<file path="config.mk">
export PLATFORM = sky130hd
export DESIGN_NAME = uaxr_top
export DESIGN_NICKNAME = d
export VERILOG_FILES = /design/src/uaxr_pkg.sv /design/src/uaxr_top.sv
export SDC_FILE = /design/constraint.sdc
export NUM_CORES = 1
export LEC_CHECK = 0
export ABC_AREA = 1
export BUFFER_PORTS_ARGS = -buffer_cell sky130_fd_sc_hd__buf_2
export CELL_PAD_IN_SITES_DETAIL_PLACEMENT = 1
export CELL_PAD_IN_SITES_GLOBAL_PLACEMENT = 2
export CORE_MARGIN = 2
export CORE_UTILIZATION = 38
export DETAILED_ROUTE_END_ITERATION = 10
export GPL_ROUTABILITY_DRIVEN = 0
export HOLD_SLACK_MARGIN = 0.1
export PLACE_DENSITY_LB_ADDON = 0.1
export SKIP_CTS_REPAIR_TIMING = 1
export SLEW_MARGIN = 20
export SYNTH_ARGS = -nofsm -noshare
export SYNTH_HDL_FRONTEND = slang
export SYNTH_SLANG_ARGS = --single-unit
</file>
<file path="constraint.sdc">
create_clock -name clk_i -period 5.45 [get_ports clk_i]
set_input_delay 1.09 -clock clk_i [delete_from_list [all_inputs] [get_ports clk_i]]
set_output_delay 1.09 -clock clk_i [all_outputs]
set_load 0.01 [all_outputs]
</file>
<file path="src/uaxr_pkg.sv">
// constants shared by the asynchronous receive extension block
package uaxr_pkg;
    localparam logic [1:0]  RX_NORMAL_MODE      = 2'h0;
    localparam logic [1:0]  RX_DOUBLE_MODE      = 2'h1;
    localparam logic [1:0]  GENERIC_AUTOBAUD    = 2'h2;
    localparam logic [1:0]  CONSTRAINED_AUTOBD  = 2'h3;
    localparam logic [1:0]  COMM_INFRARED_MODE  = 2'h2;
    localparam logic [1:0]  IR_PULSE_316        = 2'h0;
    localparam logic [1:0]  IR_PULSE_FIXED      = 2'h1;
    localparam logic [4:0]  SAMPLES_NORMAL      = 5'h10;
    localparam logic [4:0]  SAMPLES_DOUBLE      = 5'h08;
    localparam logic [4:0]  VOTE_FIRST_NORMAL   = 5'h08;
    localparam logic [4:0]  VOTE_MID_NORMAL     = 5'h09;
    localparam logic [4:0]  VOTE_FIRST_DOUBLE   = 5'h04;
    localparam logic [4:0]  VOTE_MID_DOUBLE     = 5'h05;
    localparam logic [4:0]  IR_PULSE_TICKS      = 5'h03;
    localparam logic [3:0]  BREAK_MIN_CYCLES    = 4'hc;
    localparam logic [2:0]  SYNC_FALL_EDGES     = 3'h4;
    localparam logic [16:0] TICK_STEP           = 17'h00080;
    localparam logic [16:0] BAUD_VALID_MIN      = 17'h00064;
    localparam logic [16:0] BAUD_VALID_MAX      = 17'h0ffff;
    localparam logic [15:0] BAUD_RESET          = 16'h0400;
    localparam logic [2:0]  LAST_DATA_BIT       = 3'h7;
endpackage

</file>
<file path="src/uaxr_top.sv">
// asynchronous receive extensions: sampling, auto-baud, one-wire, line driver, infrared
`timescale 1ns/1ps
`default_nettype none
module uaxr_top #(
    parameter logic [15:0] BAUD_INIT = uaxr_pkg::BAUD_RESET
) (
    input  wire logic        clk_i,
    input  wire logic        reset_i,
    input  wire logic [1:0]  receive_mode_select_i,
    input  wire logic [1:0]  communication_mode_select_i,
    input  wire logic        wait_break_any_length_i,
    input  wire logic        loopback_enable_i,
    input  wire logic        open_drain_enable_i,
    input  wire logic        line_driver_mode_enable_i,
    input  wire logic        ir_event_select_i,
    input  wire logic        ir_event_i,
    input  wire logic [1:0]  ir_pulse_scheme_i,
    input  wire logic [7:0]  ir_pulse_cycles_i,
    input  wire logic [7:0]  ir_min_width_i,
    input  wire logic        baud_load_i,
    input  wire logic [15:0] baud_i,
    input  wire logic        sync_mismatch_clear_i,
    input  wire logic        rxd_i,
    input  wire logic        txd_i,
    input  wire logic        tx_valid_i,
    input  wire logic [7:0]  tx_data_i,
    input  wire logic        rx_ready_i,
    output logic             txd_o,
    output logic             txd_oe_o,
    output logic             driver_direction_out_o,
    output logic             tx_ready_o,
    output logic             rx_valid_o,
    output logic [7:0]       rx_data_o,
    output logic             rx_frame_error_o,
    output logic             rx_overrun_o,
    output logic [15:0]      baud_o,
    output logic             sync_field_mismatch_flag_o
);
    typedef enum logic [1:0] {RX_IDLE, RX_START, RX_DATA, RX_STOP} uaxr_rx_t;
    typedef enum logic [2:0] {TX_IDLE, TX_GUARD, TX_START, TX_DATA, TX_STOP} uaxr_tx_t;
    typedef enum logic [2:0] {AB_BREAK, AB_GAP, AB_SYNC, AB_MEAS, AB_RUN} uaxr_ab_t;

    // mode decode
    logic infrared_mode;
    logic double_speed;
    logic generic_autobaud_mode;
    logic constrained_autobaud_mode;
    logic auto_mode;
    logic [4:0] s_max;
    logic [4:0] s_first;
    logic [4:0] s_mid;
    assign infrared_mode = communication_mode_select_i == uaxr_pkg::COMM_INFRARED_MODE;
    assign double_speed = receive_mode_select_i == uaxr_pkg::RX_DOUBLE_MODE && !infrared_mode;
    assign generic_autobaud_mode = receive_mode_select_i == uaxr_pkg::GENERIC_AUTOBAUD;
    assign constrained_autobaud_mode = receive_mode_select_i == uaxr_pkg::CONSTRAINED_AUTOBD;
    assign auto_mode = generic_autobaud_mode || constrained_autobaud_mode;
    // samples per bit and vote positions, normal otherwise
    assign s_max = double_speed ? uaxr_pkg::SAMPLES_DOUBLE : uaxr_pkg::SAMPLES_NORMAL;
    assign s_first = double_speed ? uaxr_pkg::VOTE_FIRST_DOUBLE : uaxr_pkg::VOTE_FIRST_NORMAL;
    assign s_mid = double_speed ? uaxr_pkg::VOTE_MID_DOUBLE : uaxr_pkg::VOTE_MID_NORMAL;

    // sample tick: 128 ticks per baud-setting clocks, same for both speeds
    logic [16:0] acc_q;
    logic [16:0] acc_sum;
    logic [16:0] acc_rem;
    logic        tick;
    assign acc_sum = acc_q + uaxr_pkg::TICK_STEP;
    assign tick = acc_sum >= {1'b0, baud_o};
    assign acc_rem = acc_sum - {1'b0, baud_o};
    always_ff @(posedge clk_i) begin
        if (reset_i) begin
            acc_q <= '0;
        end else if (tick) begin
            acc_q <= (acc_rem >= {1'b0, baud_o}) ? 17'h00000 : acc_rem;
        end else begin
            acc_q <= acc_sum;
        end
    end

    // receiver source selection and infrared decode
    logic line_raw;
    logic ir_pulse_in;
    logic [7:0] pw_q;
    logic [4:0] hold_q;
    logic zero_hold_q;
    logic rx_line;
    assign line_raw = loopback_enable_i ? txd_i : rxd_i;
    assign ir_pulse_in = ir_event_select_i ? ir_event_i : !line_raw;
    assign rx_line = infrared_mode ? !zero_hold_q : line_raw;
    always_ff @(posedge clk_i) begin
        if (reset_i) begin
            pw_q <= '0;
            hold_q <= '0;
            zero_hold_q <= 1'b0;
        end else begin
            pw_q <= ir_pulse_in ? ((pw_q == 8'hff) ? pw_q : pw_q + 8'h01) : 8'h00;
            if (ir_pulse_in && {1'b0, pw_q} + 9'h001 >= {1'b0, ir_min_width_i} && !zero_hold_q) begin
                zero_hold_q <= 1'b1;
                hold_q <= '0;
            end else if (zero_hold_q && tick) begin
                hold_q <= hold_q + 5'h01;
                if (hold_q == s_max - 5'h01) begin
                    zero_hold_q <= 1'b0;
                end
            end
        end
    end

    // receive state machine with three-sample majority vote
    uaxr_rx_t rx_state_q;
    logic [4:0] scnt_q;
    logic [1:0] zeros_q;
    logic [1:0] zeros_n;
    logic [2:0] rbit_q;
    logic [7:0] rsh_q;
    logic vote_at;
    logic decide;
    logic bitv;
    logic rx_en;
    logic rx_done;
    logic rx_ferr;
    uaxr_ab_t ab_q;
    assign rx_en = !auto_mode || ab_q == AB_RUN;
    assign vote_at = tick && (scnt_q == s_first || scnt_q == s_mid || scnt_q == s_mid + 5'h01);
    assign zeros_n = zeros_q + {1'b0, vote_at && !rx_line};
    assign decide = tick && scnt_q == s_mid + 5'h01;
    assign bitv = zeros_n < 2'h2;
    assign rx_done = rx_state_q == RX_STOP && decide;
    assign rx_ferr = !bitv;
    always_ff @(posedge clk_i) begin
        if (reset_i) begin
            rx_state_q <= RX_IDLE;
            scnt_q <= '0;
            zeros_q <= '0;
            rbit_q <= '0;
            rsh_q <= '0;
        end else if (rx_state_q == RX_IDLE) begin
            if (tick && rx_en && !rx_line) begin
                rx_state_q <= RX_START;
                scnt_q <= 5'h02; // this tick is sample 1
                zeros_q <= '0;
            end
        end else if (tick) begin
            zeros_q <= zeros_n;
            scnt_q <= scnt_q + 5'h01;
            unique case (rx_state_q)
                RX_START: begin
                    if (decide && bitv) begin
                        rx_state_q <= RX_IDLE; // false start rejected
                    end
                end
                RX_DATA: begin
                    if (decide) begin
                        rsh_q <= {bitv, rsh_q[7:1]};
                    end
                end
                RX_STOP: begin
                    if (decide) begin
                        rx_state_q <= RX_IDLE; // next start may follow the vote
                    end
                end
                RX_IDLE: begin
                end
            endcase
            if (scnt_q == s_max && rx_state_q != RX_STOP) begin
                scnt_q <= 5'h01;
                zeros_q <= '0;
                rbit_q <= (rx_state_q == RX_START) ? 3'h0 : rbit_q + 3'h1;
                if (rx_state_q == RX_START) begin
                    rx_state_q <= RX_DATA;
                end else if (rbit_q == uaxr_pkg::LAST_DATA_BIT) begin
                    rx_state_q <= RX_STOP;
                end
            end
        end
    end

    // hand-off word waits here while the buffer is full
    logic pend_v_q;
    logic [8:0] pend_d_q;
    logic buf_in_ready;
    logic push;
    assign push = pend_v_q && buf_in_ready;
    always_ff @(posedge clk_i) begin
        if (reset_i) begin
            pend_v_q <= 1'b0;
            pend_d_q <= '0;
            rx_overrun_o <= 1'b0;
        end else begin
            rx_overrun_o <= rx_done && pend_v_q && !push;
            if (rx_done && (!pend_v_q || push)) begin
                pend_v_q <= 1'b1;
                pend_d_q <= {rx_ferr, rsh_q};
            end else if (push) begin
                pend_v_q <= 1'b0;
            end
        end
    end

    // two-entry buffer: output register plus spare
    logic sp_v_q;
    logic [8:0] sp_d_q;
    logic pop;
    assign buf_in_ready = !sp_v_q;
    assign pop = rx_valid_o && rx_ready_i;
    always_ff @(posedge clk_i) begin
        if (reset_i) begin
            rx_valid_o <= 1'b0;
            rx_data_o <= '0;
            rx_frame_error_o <= 1'b0;
            sp_v_q <= 1'b0;
            sp_d_q <= '0;
        end else if (!rx_valid_o || pop) begin
            if (sp_v_q) begin
                rx_valid_o <= 1'b1;
                {rx_frame_error_o, rx_data_o} <= sp_d_q;
                sp_v_q <= 1'b0;
            end else begin
                rx_valid_o <= push;
                {rx_frame_error_o, rx_data_o} <= pend_d_q;
            end
        end else if (push) begin
            sp_v_q <= 1'b1;
            sp_d_q <= pend_d_q;
        end
    end

    // auto-baud: break, sync measurement over eight bit times
    logic prev_q;
    logic [3:0] lowc_q;
    logic [16:0] cnt_q;
    logic [16:0] seg_q;
    logic [16:0] t1_q;
    logic [2:0] falls_q;
    logic bad_q;
    logic edge_seen;
    logic fall_seen;
    logic meas_end;
    logic break_seen;
    logic in_range;
    logic gen_load;
    logic lin_load;
    logic lin_bad;
    assign edge_seen = rx_line != prev_q;
    assign fall_seen = edge_seen && !rx_line;
    assign meas_end = ab_q == AB_MEAS && fall_seen && falls_q == uaxr_pkg::SYNC_FALL_EDGES - 3'h1;
    assign break_seen = !rx_line && ((generic_autobaud_mode && wait_break_any_length_i)
                        || lowc_q >= uaxr_pkg::BREAK_MIN_CYCLES - 4'h1);
    assign in_range = cnt_q >= uaxr_pkg::BAUD_VALID_MIN && cnt_q <= uaxr_pkg::BAUD_VALID_MAX;
    assign gen_load = meas_end && generic_autobaud_mode && in_range;
    assign lin_bad = bad_q || (edge_seen && t1_q != '0
                     && (seg_q < {1'b0, t1_q[16:1]} || seg_q > t1_q + {1'b0, t1_q[16:1]}));
    assign lin_load = meas_end && constrained_autobaud_mode && !lin_bad && cnt_q <= uaxr_pkg::BAUD_VALID_MAX;
    always_ff @(posedge clk_i) begin
        if (reset_i) begin
            prev_q <= 1'b1;
            lowc_q <= '0;
        end else begin
            prev_q <= rx_line;
            lowc_q <= rx_line ? 4'h0 : ((lowc_q == 4'hf) ? lowc_q : lowc_q + 4'h1);
        end
    end
    always_ff @(posedge clk_i) begin
        if (reset_i || !auto_mode) begin
            ab_q <= AB_BREAK;
            cnt_q <= '0;
            seg_q <= '0;
            t1_q <= '0;
            falls_q <= '0;
            bad_q <= 1'b0;
        end else begin
            unique case (ab_q)
                AB_BREAK: begin
                    if (break_seen) begin
                        ab_q <= AB_GAP;
                    end
                end
                AB_GAP: begin
                    if (rx_line) begin
                        ab_q <= AB_SYNC;
                    end
                end
                AB_SYNC: begin
                    if (!rx_line) begin
                        ab_q <= AB_MEAS;
                        cnt_q <= 17'h00001;
                        seg_q <= 17'h00001;
                        t1_q <= '0;
                        falls_q <= '0;
                        bad_q <= 1'b0;
                    end
                end
                AB_MEAS: begin
                    cnt_q <= (cnt_q == 17'h1ffff) ? cnt_q : cnt_q + 17'h00001;
                    seg_q <= (seg_q == 17'h1ffff) ? seg_q : seg_q + 17'h00001;
                    if (edge_seen) begin
                        seg_q <= 17'h00001;
                        bad_q <= lin_bad;
                        if (t1_q == '0) begin
                            t1_q <= seg_q;
                        end
                        if (fall_seen) begin
                            falls_q <= falls_q + 3'h1;
                        end
                    end
                    if (meas_end) begin
                        ab_q <= AB_RUN;
                    end
                end
                AB_RUN: begin
                    if (rx_done && rx_ferr && rsh_q == 8'h00) begin
                        ab_q <= AB_BREAK; // break character restarts detection
                    end
                end
                default: begin
                    ab_q <= AB_BREAK;
                end
            endcase
        end
    end

    // baud setting and sync mismatch flag; hardware set wins
    always_ff @(posedge clk_i) begin
        if (reset_i) begin
            baud_o <= BAUD_INIT;
        end else if (gen_load || lin_load) begin
            baud_o <= cnt_q[15:0];
        end else if (baud_load_i) begin
            baud_o <= baud_i;
        end
    end
    always_ff @(posedge clk_i) begin
        if (reset_i) begin
            sync_field_mismatch_flag_o <= 1'b0;
        end else if (meas_end && constrained_autobaud_mode && lin_bad) begin
            sync_field_mismatch_flag_o <= 1'b1;
        end else if (sync_mismatch_clear_i) begin
            sync_field_mismatch_flag_o <= 1'b0;
        end
    end

    // transmitter with optional guard bit for the line driver
    uaxr_tx_t tx_state_q;
    logic [4:0] tcnt_q;
    logic [2:0] tbit_q;
    logic [7:0] tsh_q;
    logic [7:0] irc_q;
    logic bit_end;
    assign bit_end = tick && tcnt_q == s_max - 5'h01;
    always_ff @(posedge clk_i) begin
        if (reset_i) begin
            tx_state_q <= TX_IDLE;
            tx_ready_o <= 1'b1;
            tcnt_q <= '0;
            tbit_q <= '0;
            tsh_q <= '0;
            irc_q <= '0;
        end else begin
            irc_q <= (irc_q == 8'hff) ? irc_q : irc_q + 8'h01;
            if (tick && tx_state_q != TX_IDLE) begin
                tcnt_q <= tcnt_q + 5'h01;
            end
            if (bit_end && tx_state_q != TX_IDLE) begin
                tcnt_q <= '0;
                irc_q <= '0;
            end
            unique case (tx_state_q)
                TX_IDLE: begin
                    if (tx_valid_i && tx_ready_o) begin
                        tx_ready_o <= 1'b0;
                        tsh_q <= tx_data_i;
                        tcnt_q <= '0;
                        irc_q <= '0;
                        tx_state_q <= line_driver_mode_enable_i ? TX_GUARD : TX_START;
                    end
                end
                TX_GUARD: begin
                    if (bit_end) begin
                        tx_state_q <= TX_START;
                    end
                end
                TX_START: begin
                    if (bit_end) begin
                        tx_state_q <= TX_DATA;
                        tbit_q <= '0;
                    end
                end
                TX_DATA: begin
                    if (bit_end) begin
                        tsh_q <= {1'b0, tsh_q[7:1]};
                        tbit_q <= tbit_q + 3'h1;
                        if (tbit_q == uaxr_pkg::LAST_DATA_BIT) begin
                            tx_state_q <= TX_STOP;
                        end
                    end
                end
                TX_STOP: begin
                    if (bit_end) begin
                        tx_state_q <= TX_IDLE;
                        tx_ready_o <= 1'b1;
                    end
                end
                default: begin
                    tx_state_q <= TX_IDLE;
                end
            endcase
        end
    end

    // pin drive: infrared pulse shaping, open drain, direction
    logic tx_bit;
    logic tx_pulse;
    logic tx_level;
    assign tx_bit = (tx_state_q == TX_START) ? 1'b0 : (tx_state_q == TX_DATA) ? tsh_q[0] : 1'b1;
    always_comb begin
        unique case (ir_pulse_scheme_i)
            uaxr_pkg::IR_PULSE_316: tx_pulse = !tx_bit && tcnt_q < uaxr_pkg::IR_PULSE_TICKS;
            uaxr_pkg::IR_PULSE_FIXED: tx_pulse = !tx_bit && irc_q < ir_pulse_cycles_i;
            default: tx_pulse = !tx_bit;
        endcase
    end
    assign tx_level = infrared_mode ? !tx_pulse : tx_bit;
    always_ff @(posedge clk_i) begin
        if (reset_i) begin
            txd_o <= 1'b1;
            txd_oe_o <= 1'b1;
            driver_direction_out_o <= 1'b0;
        end else begin
            txd_o <= open_drain_enable_i ? 1'b0 : tx_level;
            txd_oe_o <= open_drain_enable_i ? !tx_level : 1'b1;
            driver_direction_out_o <= line_driver_mode_enable_i && tx_state_q != TX_IDLE;
        end
    end
endmodule // uaxr_top
`default_nettype wire

</file>
==> results.py <==
metrics = {
    "timing": {
        "drv_slew": 0,
        "hold_viol": 0,
        "rsz0062_at_grt": "false",
        "setup_violations": 0,
        "fin_crit_ps": 4420,
        "worst_slew_pin_slew_ps": 919,
        "period_share": 0.810,
        "finalSetupTns_ps": 0,
        "timing.fmax_mhz": 226,
        "hold_slack_ps": 468,
        "skew_ps": 19.6,
        "maxSlewHeadroom": 0.387,
    },
    "detailed_routing": {
        "met2_length_um": 17400,
        "dr.pass1.iters": 4,
        "drtIter0Drc": 481,
        "drc_errors": 0,
        "wl_met1_um": 17400,
        "top_layer_used": "met4",
        "routedWlPerCell_um": 15.8,
        "drtAntennaViolNets": 0,
        "route.met3.wl_um": 803,
        "via_count": 11600,
        "avgViaCountPerCell": 5.10,
        "totalWireLength_um": 36000,
    },
    "power": {
        "ir_worst_vdd_mv": 0.251,
        "power_density_nw_per_um2": 354,
        "power_mw": 4.90,
        "power_leakage_nw": 6.08,
    },
    "critical_path": {
        "r2r_cells": 20,
        "cp.required_ps": 5830,
        "crit_top_cell": "nand3_1",
        "crit_arrival_ps": 4800,
        "path_cells": "ha_1 > nand3_1 > nor3b_1 > nand2_1 > xnor2_1 > ha_1 > nand2_1 > nor2_1 > nand3_1 > nand2_1 > nor2_4 > nand3_2 > nand2_4 > nor4_1 > ha_1 > xor2_1 > nand3_1 > o21bai_1 > nand3_1 > a21oi_1",
        "critPathCaptureType": "flip-flop",
        "critPathMaxFanout": 23,
        "critPathLaunchType": "flip-flop",
        "r2r_start": "acc_q[7]",
        "crit_type": "reg -> reg",
        "startpoint": "acc_q[7]",
        "cpPeakStageDelay_ps": 430,
        "cp_slowest_cell": "ha_1",
    },
    "layout": {
        "fillers": 4132,
        "layout-drive-gt1-share": 0.105,
        "synthToLayoutAreaGrowth_pct": 12.0,
        "fin_nets": 2013,
    },
    "global_routing": {
        "overflow": 0,
        "antenna_found_initial": 1,
        "grt_pass1_wl_um": 59600,
        "grt_use_total": 0.218,
        "grt_max_degree": 68,
        "first_global_vias": 11800,
    },
    "floorplanning": {
        "start_util": 0.383,
        "num_rows": 66,
        "dieWidth_um": 184,
        "ios": 92,
        "dieArea_um2": 34000,
        "die_h_um": 184,
        "coreArea_um2": 32300,
    },
    "yosys": {
        "synth_seq_cells": 193,
        "synth.avg_cell_area_um2": 7.07,
        "synthDominantCellAreaShare": 0.312,
        "syn_area_um2": 12400,
        "synthXorXnorAreaFrac": 0.0381,
        "postSynthNetCount": 1937,
        "synth_common_cells": "nand2_1 (383), inv_1 (213), a21oi_1 (194), dfxtp_1 (193), ha_1 (127)",
        "muxShareOfSynthArea": 0,
        "synth_fa_ha_area_frac": 0.132,
        "synth-compound-area-share": 0.159,
        "dominantRegCellSynth": "dfxtp_1",
        "syn_inst": 1748,
        "yosysMostFrequentCell": "nand2_1",
        "synth_edf_count": 0,
        "synth_top_family_by_area": "simple AND/OR/NAND/NOR gates",
        "synthArstFlopShare": 0,
        "synth_top_cell_by_area": "dfxtp_1",
        "yosys_warnings": 0,
        "synth.area.top_cells": "dfxtp_1 (31%), ha_1 (13%), nand2_1 (12%), a21oi_1 (7.9%), inv_1 (6.5%)",
        "synthDistinctLibCells": 61,
        "synth-simple-area-share": 0.272,
        "yosysSeqAreaShare": 0.312,
    },
    "outcome": {
        "run_status": "finished clean",
    },
    "cts": {
        "clockRootBuffer": "clkbuf_16",
        "cts.sinks": 193,
        "cts_buffer_depth": 2,
        "clk_pin_slew_ps": 80,
        "cts_tree": "yes",
        "cts_made_buffers": 17,
        "clk_latency_ps": 460,
        "h-tree-depth": 4,
    },
    "worst_hold_path": {
        "hold_depth": 2,
        "hold_path.class": "reg -> reg",
        "min_from": "sync_field_mismatch_flag_o",
    },
    "place": {
        "io_buffers": 91,
        "hpwl_um": 27600,
    },
    "run": {
        "maxCapViolCount": 0,
    },
}
[placed cells by master (no fill, tap or decap), drive strengths merged, types with 9 or more instances in the layout]
| cell type | netlist | layout |
|---|---|---|
| clkinv | 3 | 10 |
| inv | 231 | 236 |
| a211oi | 9 | 9 |
| nand3 | 115 | 115 |
| nor2 | 136 | 136 |
| xnor2 | 15 | 15 |
| nor4 | 10 | 10 |
| dfxtp | 193 | 193 |
| buf | 17 | 95 |
| nor3 | 35 | 35 |
| a31oi | 15 | 15 |
| o21bai | 9 | 9 |
| nand4 | 49 | 49 |
| a21oi | 199 | 199 |
| clkbuf | 21 | 18 |
| ha | 127 | 127 |
| o21ai | 87 | 87 |
| nand2 | 393 | 393 |
| xor2 | 38 | 38 |
[stage by stage]
step	cell area, um^2	setup WS [ps]	util	instances
floorplan	12400	1910	-	1748
global placement	13200	1130	0.409	2247
detailed placement	13200	1060	0.410	2247
CTS	13800	951	0.429	2279
global route	13800	552	0.429	2280
finish	13800	1030	0.429	2280
[report_power, final]
part	total [mW]	switching, mW	leakage (nW)	internal [mW]
clock network	1.34	0.673	0.296	0.665
registers	1.61	0.0896	1.56	1.52
logic	1.96	1.33	4.22	0.631
total	4.90	2.09	6.08	2.81
[layer usage]
layer  vias up  global-route usage
met2        96               0.384
met4         0              0.0547
met5         -                   0
met1      5539               0.279
met3        27              0.0304
li1       5975                   -
[cell type report]
class                           count  area (um^2)  area share
Clock inverter                     14          193      0.0139
Clock buffer                       18          429      0.0310
Multi-Input combinational cell   1283         7440       0.537
Sequential cell                   193         3860       0.279
Timing Repair Buffer               95          485      0.0351
Tap cell                          442          553      0.0399
Inverter                          234          881      0.0636
Antenna cell                        1         2.50    0.000181
[sequential cells by signal, summed over array words and instances (netlist names), 3 cells and up]
name,count
ab_q,3
acc_q,17
baud_o,16
cnt_q,17
falls_q,3
hold_q,5
irc_q,8
lowc_q,4
pend_d_q,9
pw_q,8
rbit_q,3
rsh_q,8
rx_data_o,8
scnt_q,5
seg_q,17
sp_d_q,9
t1_q,17
tbit_q,3
tcnt_q,5
tsh_q,8
tx_state_q,3
[cell families (layout without fill, tap and decap cells)]
group / count (synthesis) / count (layout)
buffers and inverters: 272 / 361
adder cells (fa/ha/maj): 129 / 129
AND/OR/NAND/NOR: 750 / 750
other: 1 / 2
flip-flops: 193 / 193
XOR/XNOR: 53 / 53
AO/OA/AOI/OAI: 350 / 350
[critical path, delay by kind of cell, from the launching register on]
family	cells	cell delay (ps)
flip-flops	1	360
AO/OA/AOI/OAI	2	490
AND/OR/NAND/NOR	13	2120
adder cells (fa/ha/maj)	3	850
XOR/XNOR	2	500
[final timing paths]
path                                              endpoint  slack, ps
worst max register to register                     ab_q[1]       1030
worst max-delay path                               ab_q[1]       1030
worst min register to register  sync_field_mismatch_flag_o        470
worst min-delay path            sync_field_mismatch_flag_o        470
No activity file was read; power rests on OpenSTA's default activity.
